===== config.mk =====
export PLATFORM = sky130hd
export DESIGN_NAME = gpbp_port
export DESIGN_NICKNAME = d
export VERILOG_FILES = /design/src/gpbp_pin_sync.v /design/src/gpbp_port.v
export VERILOG_INCLUDE_DIRS = /design/src
export SDC_FILE = /design/constraint.sdc
export NUM_CORES = 1
export LEC_CHECK = 0
export BUFFER_PORTS_ARGS = -buffer_cell sky130_fd_sc_hd__buf_4
export CORE_MARGIN = 5
export CORE_UTILIZATION = 40
export CTS_CLUSTER_DIAMETER = 60
export DETAILED_ROUTE_END_ITERATION = 8
export PLACE_DENSITY = 0.69
export SETUP_SLACK_MARGIN = 0.1
export SYNTH_ARGS = -nofsm -noshare
export SYNTH_HDL_FRONTEND = slang
export SYNTH_SLANG_ARGS = --single-unit

===== constraint.sdc =====
create_clock -name pclk -period 2.4 [get_ports pclk]
set_input_delay 0.48 -clock pclk [delete_from_list [all_inputs] [get_ports pclk]]
set_output_delay 0.48 -clock pclk [all_outputs]
set_load 0.005 [all_outputs]

===== src/gpbp_defines.vh =====
// Register offsets, field positions and reset values for the port unit
`ifndef GPBP_DEFINES_VH
`define GPBP_DEFINES_VH

// Byte addresses are four times the printed register index
`define GPBP_IDX_SIX_DATA       8'h00
`define GPBP_IDX_BYTE_DATA      8'h01
`define GPBP_IDX_SIX_DIR        8'h04
`define GPBP_IDX_BYTE_DIR       8'h05
`define GPBP_IDX_SIX_PUE        8'h0B
`define GPBP_IDX_BYTE_PUE       8'h0C
`define GPBP_IDX_OSC_MODE       8'h10

`define GPBP_OSC_SEL_BIT        7
`define GPBP_SIX_BIT_TWO        2
`define GPBP_SIX_BIT_FOUR       4

`define GPBP_DIR_RESET          8'h00
`define GPBP_PUE_RESET          8'h00
`define GPBP_SIX_DIR_RESET      6'h00
`define GPBP_SIX_PUE_RESET      6'h00
`define GPBP_OSC_MODE_RESET     1'b0

`endif


===== src/gpbp_pin_sync.v =====
// Two-stage synchroniser for a bank of pin inputs
`timescale 1ns/1ps
`default_nettype none

module gpbp_pin_sync #(
	parameter WIDTH = 8
) (
	input  wire             pclk,
	input  wire             presetn,
	input  wire [WIDTH-1:0] pin_in,
	output reg  [WIDTH-1:0] pin_sync
);

	reg [WIDTH-1:0] stage_q;

	always @(posedge pclk or negedge presetn) begin
		if (!presetn) begin
			stage_q  <= {WIDTH{1'b0}};
			pin_sync <= {WIDTH{1'b0}};
		end else begin
			stage_q  <= pin_in;
			pin_sync <= stage_q;
		end
	end

endmodule // gpbp_pin_sync

`default_nettype wire


===== src/gpbp_port.v =====
// Six-pin port pullups and full byte port with APB register access
`timescale 1ns/1ps
`default_nettype none
`include "gpbp_defines.vh"

module gpbp_port (
	input  wire        pclk,
	input  wire        presetn,
	input  wire        psel,
	input  wire        penable,
	input  wire        pwrite,
	input  wire [11:0] paddr,
	input  wire [31:0] pwdata,
	output reg  [31:0] prdata,
	output reg         pready,
	output reg         pslverr,
	input  wire        osc_internal_mode,
	input  wire        quad_bus_rate_clock,
	input  wire [5:0]  six_pin_in,
	output reg  [5:0]  six_pin_out,
	output reg  [5:0]  six_pin_oe,
	output reg  [5:0]  six_pin_pullup,
	input  wire [7:0]  byte_pin_in,
	output reg  [7:0]  byte_pin_out,
	output reg  [7:0]  byte_pin_oe,
	output reg  [7:0]  byte_pin_pullup,
	output reg         second_oscillator_pin_out,
	output reg         second_oscillator_pin_oe
);

	// ****************************************
	// Registers and synchronised pins
	// ****************************************
	reg  [5:0] six_pin_data_latch_q;
	reg  [5:0] six_pin_direction_q;
	reg  [5:0] six_pin_pullup_enable_q;
	reg        osc_pin_clock_out_select_q;
	reg  [7:0] byte_port_data_latch_q;
	reg  [7:0] byte_port_direction_q;
	reg  [7:0] byte_port_pullup_enable_q;
	wire [5:0] six_sync;
	wire [7:0] byte_sync;

	gpbp_pin_sync #(.WIDTH(6)) u_six_sync (
		.pclk     (pclk),
		.presetn  (presetn),
		.pin_in   (six_pin_in),
		.pin_sync (six_sync)
	);

	gpbp_pin_sync #(.WIDTH(8)) u_byte_sync (
		.pclk     (pclk),
		.presetn  (presetn),
		.pin_in   (byte_pin_in),
		.pin_sync (byte_sync)
	);

	// ****************************************
	// Address decode
	// ****************************************
	function hit;
		input [11:0] addr;
		input [7:0]  idx;
		begin
			hit = (addr == {2'b00, idx, 2'b00});
		end
	endfunction

	// Per-bit choice of latch or pin level on a data read
	function [7:0] read_merge;
		input [7:0] dir;
		input [7:0] latch;
		input [7:0] pins;
		begin
			read_merge = (dir & latch) | (~dir & pins);
		end
	endfunction

	// Pullup only on pins whose direction bit selects input
	function [7:0] pull_gate;
		input [7:0] enable;
		input [7:0] dir;
		begin
			pull_gate = enable & ~dir;
		end
	endfunction

	wire setup   = psel && !penable;
	wire wr_acc  = psel && penable && pwrite;
	wire a_sdat  = hit(paddr, `GPBP_IDX_SIX_DATA);
	wire a_bdat  = hit(paddr, `GPBP_IDX_BYTE_DATA);
	wire a_sdir  = hit(paddr, `GPBP_IDX_SIX_DIR);
	wire a_bdir  = hit(paddr, `GPBP_IDX_BYTE_DIR);
	wire a_spue  = hit(paddr, `GPBP_IDX_SIX_PUE);
	wire a_bpue  = hit(paddr, `GPBP_IDX_BYTE_PUE);
	wire mapped  = a_sdat | a_bdat | a_sdir | a_bdir | a_spue | a_bpue;

	// ****************************************
	// Write strobes at the end of the access cycle
	// ****************************************
	wire commit  = wr_acc && pready;
	wire wr_sdat = commit && a_sdat;
	wire wr_bdat = commit && a_bdat;
	wire wr_sdir = commit && a_sdir;
	wire wr_bdir = commit && a_bdir;
	wire wr_spue = commit && a_spue;
	wire wr_bpue = commit && a_bpue;

	// Second pin acts as clock output only in internal/RC mode
	// clock out select
	wire osc_clk_sel = osc_internal_mode && osc_pin_clock_out_select_q;

	// ****************************************
	// Read mux
	// ****************************************
	reg  [7:0] rd_d;
	wire [7:0] six_rd_merge;
	wire [7:0] byte_rd_merge;

	assign six_rd_merge = read_merge({2'b00, six_pin_direction_q},
		{2'b00, six_pin_data_latch_q}, {2'b00, six_sync});
	assign byte_rd_merge = read_merge(byte_port_direction_q,
		byte_port_data_latch_q, byte_sync);

	always @* begin
		rd_d = 8'h00;
		if (a_sdat)
			rd_d = six_rd_merge;
		if (a_bdat)
			rd_d = byte_rd_merge;
		if (a_sdir)
			rd_d = {2'b00, six_pin_direction_q};
		if (a_bdir)
			rd_d = byte_port_direction_q;
		if (a_spue)
			rd_d = {osc_pin_clock_out_select_q, 1'b0, six_pin_pullup_enable_q};
		if (a_bpue)
			rd_d = byte_port_pullup_enable_q;
	end

	// ****************************************
	// APB slave, answers in the access cycle
	// ****************************************
	// ready in first access cycle
	always @(posedge pclk or negedge presetn) begin
		if (!presetn) begin
			pready <= 1'b0;
		end else begin
			pready <= setup;
		end
	end

	// Error answer for unmapped offsets
	always @(posedge pclk or negedge presetn) begin
		if (!presetn) begin
			pslverr <= 1'b0;
		end else begin
			pslverr <= setup && !mapped;
		end
	end

	// Read data stands only with its ready
	always @(posedge pclk or negedge presetn) begin
		if (!presetn) begin
			prdata <= 32'h0000_0000;
		end else if (setup && !pwrite) begin
			prdata <= {24'h00_0000, rd_d};
		end else begin
			prdata <= 32'h0000_0000;
		end
	end

	// ****************************************
	// Control registers, cleared by reset
	// ****************************************
	// six-pin direction cleared
	always @(posedge pclk or negedge presetn) begin
		if (!presetn) begin
			six_pin_direction_q <= `GPBP_SIX_DIR_RESET;
		end else if (wr_sdir) begin
			six_pin_direction_q <= pwdata[5:0];
		end
	end

	always @(posedge pclk or negedge presetn) begin
		if (!presetn) begin
			byte_port_direction_q <= `GPBP_DIR_RESET;
		end else if (wr_bdir) begin
			byte_port_direction_q <= pwdata[7:0];
		end
	end

	always @(posedge pclk or negedge presetn) begin
		if (!presetn) begin
			six_pin_pullup_enable_q    <= `GPBP_SIX_PUE_RESET;
			osc_pin_clock_out_select_q <= `GPBP_OSC_MODE_RESET;
		end else if (wr_spue) begin
			six_pin_pullup_enable_q    <= pwdata[5:0];
			osc_pin_clock_out_select_q <= pwdata[`GPBP_OSC_SEL_BIT];
		end
	end

	always @(posedge pclk or negedge presetn) begin
		if (!presetn) begin
			byte_port_pullup_enable_q <= `GPBP_PUE_RESET;
		end else if (wr_bpue) begin
			byte_port_pullup_enable_q <= pwdata[7:0];
		end
	end

	// ****************************************
	// Data latches, untouched by reset
	// ****************************************
	// six-pin latch always writable
	always @(posedge pclk) begin
		if (wr_sdat) begin
			six_pin_data_latch_q <= pwdata[5:0];
		end
	end

	always @(posedge pclk) begin
		if (wr_bdat) begin
			byte_port_data_latch_q <= pwdata[7:0];
		end
	end

	// ****************************************
	// Pin drive
	// ****************************************
	reg  [5:0] six_oe_d;
	reg  [5:0] six_pu_d;
	wire [7:0] six_pu_full;
	wire [7:0] byte_pu_d;

	assign six_pu_full = pull_gate({2'b00, six_pin_pullup_enable_q},
		{2'b00, six_pin_direction_q});
	assign byte_pu_d = pull_gate(byte_port_pullup_enable_q, byte_port_direction_q);

	always @* begin
		six_oe_d = six_pin_direction_q;
		six_pu_d = six_pu_full[5:0];
		six_oe_d[`GPBP_SIX_BIT_TWO] = 1'b0;
		if (osc_clk_sel) begin
			six_oe_d[`GPBP_SIX_BIT_FOUR] = 1'b0;
			six_pu_d[`GPBP_SIX_BIT_FOUR] = 1'b0;
		end
	end

	// Six-pin outputs
	always @(posedge pclk or negedge presetn) begin
		if (!presetn) begin
			six_pin_out    <= 6'h00;
			six_pin_oe     <= 6'h00;
			six_pin_pullup <= 6'h00;
		end else begin
			six_pin_out    <= six_pin_data_latch_q;
			six_pin_oe     <= six_oe_d;
			six_pin_pullup <= six_pu_d;
		end
	end

	// Byte port outputs
	always @(posedge pclk or negedge presetn) begin
		if (!presetn) begin
			byte_pin_out    <= 8'h00;
			byte_pin_oe     <= 8'h00;
			byte_pin_pullup <= 8'h00;
		end else begin
			byte_pin_out    <= byte_port_data_latch_q;
			byte_pin_oe     <= byte_port_direction_q;
			byte_pin_pullup <= byte_pu_d;
		end
	end

	always @(posedge pclk or negedge presetn) begin
		if (!presetn) begin
			second_oscillator_pin_out <= 1'b0;
			second_oscillator_pin_oe  <= 1'b0;
		end else begin
			second_oscillator_pin_out <= osc_clk_sel & quad_bus_rate_clock;
			second_oscillator_pin_oe  <= osc_clk_sel;
		end
	end

endmodule // gpbp_port

`default_nettype wire


==> qor.yml <==
yosys:
  yosysSeqAreaShare: 0.6745
  yosysTopAreaCell: "dfrtp_1"
  synth_area_per_cell_sq_um: 14.66
  synth-simple-area-share: 0.09761
  synth_area_sq_um: 4705
  synth_xor_area_frac: 0
  synth_edf_count: 14
  async_reset_ff_frac: 0.8871
  synthTopCellsByArea: "dfrtp_1 59%, edfxtp_1 8.9%, mux2_4 4.8%"
  yosysTopAreaCellShare: 0.5851
  synthAdderAreaFrac: 0
  netlist_instances: 321
  synth_top_family_by_area: "multiplexers"
  muxShareOfSynthArea: 0.1157
  yosysWarnings: 0
  synth-seq-cells: 124
  synthFlopType: "dfrtp_1"
  synth_cell_types: 42
  synth_compound_area_frac: 0.05000
drt:
  drt_pass1_iterations: 4
  wl_um: 10360
  wl_per_cell_um: 17.44
  drc: 0
  ant_nets: 0
  vias: 2884
  initialDrtViolationCount: 156
  vias_per_cell: 4.855
timing:
  fin_setup_tns_ns: 0
  max_freq_mhz: 496.3
  worst_slack_ns: 0.3850
  hold_viol: 0
  fin_crit_sh: 0.8396
  slew_headroom: 0.5570
  slew_viol_final: 0
  fin_crit_ns: 2.015
  setup_viol: 0
  rsz0062_at_grt: "false"
  skew_ns: 0.006774
  worst_slew_pin_slew_ns: 0.6646
cts:
  path_clk_slew_ns: 0.06
  post_cts_buffers: 0
  clk_latency_ns: 0.40
  cts_resized: 0
  h-tree-depth: 4
  clock-sinks: 124
  cts_tree: "done"
  cts.path.max_buffers: 2
  numCtsBuffers: 17
  cts_root_buffer: "clkbuf_16"
  postCtsHoldBufs: 0
worst_setup_path:
  path_common_cell: "buf_4"
  cp-end-kind: "register"
  cp_slowest_cell: "or4_4"
  crit_fanout: 8
  arrival_ns: 2.30
  worstPathRequired_ns: 2.68
  start_kind: "input pin"
  cp_cell_sequence: "buf_4 -> or4_4 -> or3_1 -> buf_4 -> nor2_8 -> mux2_4"
  worst_path_largest_cell_delay_ns: 0.56
  r2r_slack_ns: 0.67
  path_class: "in -> reg"
placement:
  place_ws_ns: -0.01712
  dp_hpwl_um: 7113
  io_buffers: 93
  gp_congestion: 0.8310
layout:
  drive_above_1_share: 0.3947
  mostFrequentLayoutCells: "110 x dfrtp_1, 108 x buf_4, 25 x conb_1, 17 x nor2b_1, 17 x clkbuf_16"
  final_common_cell: "dfrtp_1"
  diodes: 0
  utilization: 0.5368
  ff_latch_area_sq_um: 3173
  n_fill_cell: 949
  synthToLayoutAreaGrowth_pct: 30.85
  finalNetCount: 503
  multiInputGateArea_sq_um: 1343
global_routing:
  grt_max_degree: 54
  grt_pass1_vias: 3109
  antenna_found_initial: 0
  grt_pass1_wl_um: 16710
  grtUsageTotal: 0.1533
  overflow: 0
hold_path:
  hp-class: "in -> async"
die:
  die_area_sq_um: 14030
  die_h_um: 118.5
  coreArea_sq_um: 11470
  row_count: 39
  start_util: 0.4103
  fp.dieW_um: 118.5
  num_io_pins: 143
power:
  irDropWorstVdd_v: 0.0005750
  power_density_nw_per_um2: 788.6
  p_leak_nw: 2.937
flow_run:
  maxCapViolations: 0
status:
  status: "complete, no violations"
## layer usage
metal | up-vias | part of all wire | wire [um] | track usage
li1 | 1316 | - | - | -
met4 | 0 | 0.013 | 138 | 0.05315
met3 | 14 | 0.066 | 687 | 0.05635
met1 | 1458 | 0.43 | 4470 | 0.1996
met5 | - | 0 | 0 | 0
met2 | 96 | 0.49 | 5060 | 0.2384
## critical path, delay by kind of cell
kind | cells | cell delay, ns
AND/OR/NAND/NOR | 3 | 1.18
multiplexers | 1 | 0.33
buffers and inverters | 2 | 0.30
## cell families (layout without fill, tap and decap cells)
| group | count (synthesis) | count (layout) |
|---|---|---|
| flops | 124 | 124 |
| mux | 45 | 45 |
| simple gates | 72 | 72 |
| other cells | 1 | 25 |
| compound gates | 36 | 36 |
| buf+inv | 43 | 149 |
## power breakdown
group          internal (mW)  total, mW  switching, mW
Combinational         0.0721      0.181          0.109
Sequential              2.15       2.16        0.00721
Clock                   1.62       2.52          0.890
## registers in the layout (all words and copies together) (netlist names), 8 cells and up
name / count
byte_pin_oe: 8
byte_pin_out: 8
byte_pin_pullup: 8
byte_port_data_latch_q: 8
byte_port_direction_q: 8
byte_port_pullup_enable_q: 8
prdata: 8
u_byte_sync.pin_sync: 8
u_byte_sync.stage_q: 8
## synth_stat cells (3+ instances only)
master,instances
clkbuf_1,6
o21ai_0,16
nor2_1,5
a21o_1,5
inv_1,7
nand2_1,6
nand2b_1,3
dfrtp_1,110
nand4_1,7
mux2i_1,15
a221oi_1,5
buf_6,3
nor3_1,6
nand3_1,8
buf_4,25
mux2_2,15
edfxtp_1,14
nor2b_1,17
and3_1,3
nor3b_1,3
mux2_4,15
## worst paths after layout
check | from | end | cells after the start
worst max-delay path | paddr[1] | byte_port_pullup_enable_q[6] | 6
worst min-delay path | presetn | u_byte_sync.stage_q[6] | 1
worst max register to register | pready | byte_port_pullup_enable_q[6] | 5
worst min register to register | u_byte_sync.stage_q[4] | u_byte_sync.pin_sync[4] | 0
max in group asynchronous | presetn | byte_port_direction_q[3] | 2
min in group pclk | byte_pin_in[6] | u_byte_sync.stage_q[6] | 1
## through the flow
| step | hold slack (ns) | power, mW | instance area (sq um) | std cells |
|---|---|---|---|---|
| 2_1_floorplan | 0.1844 | 2.282 | 4805 | 345 |
| 3_3_place_gp | 0.3342 | 2.372 | 5572 | 562 |
| 3_5_place_dp | 0.3347 | 2.378 | 5572 | 562 |
| 4_1_cts | 0.1341 | 4.885 | 6156 | 594 |
| 5_1_grt | 0.1621 | 5.019 | 6156 | 594 |
| 6_report | 0.1129 | 4.854 | 6156 | 594 |
## final cells by class
class / instances / area share
clock buffers: 20 / 0.07094
well taps: 143 / 0.02907
inverters: 7 / 0.004268
multi-input cells: 178 / 0.2181
repair buffers: 110 / 0.1382
flip-flops and latches: 124 / 0.5154
clock inverters: 12 / 0.02398
No activity file was read; power rests on OpenSTA's default activity.
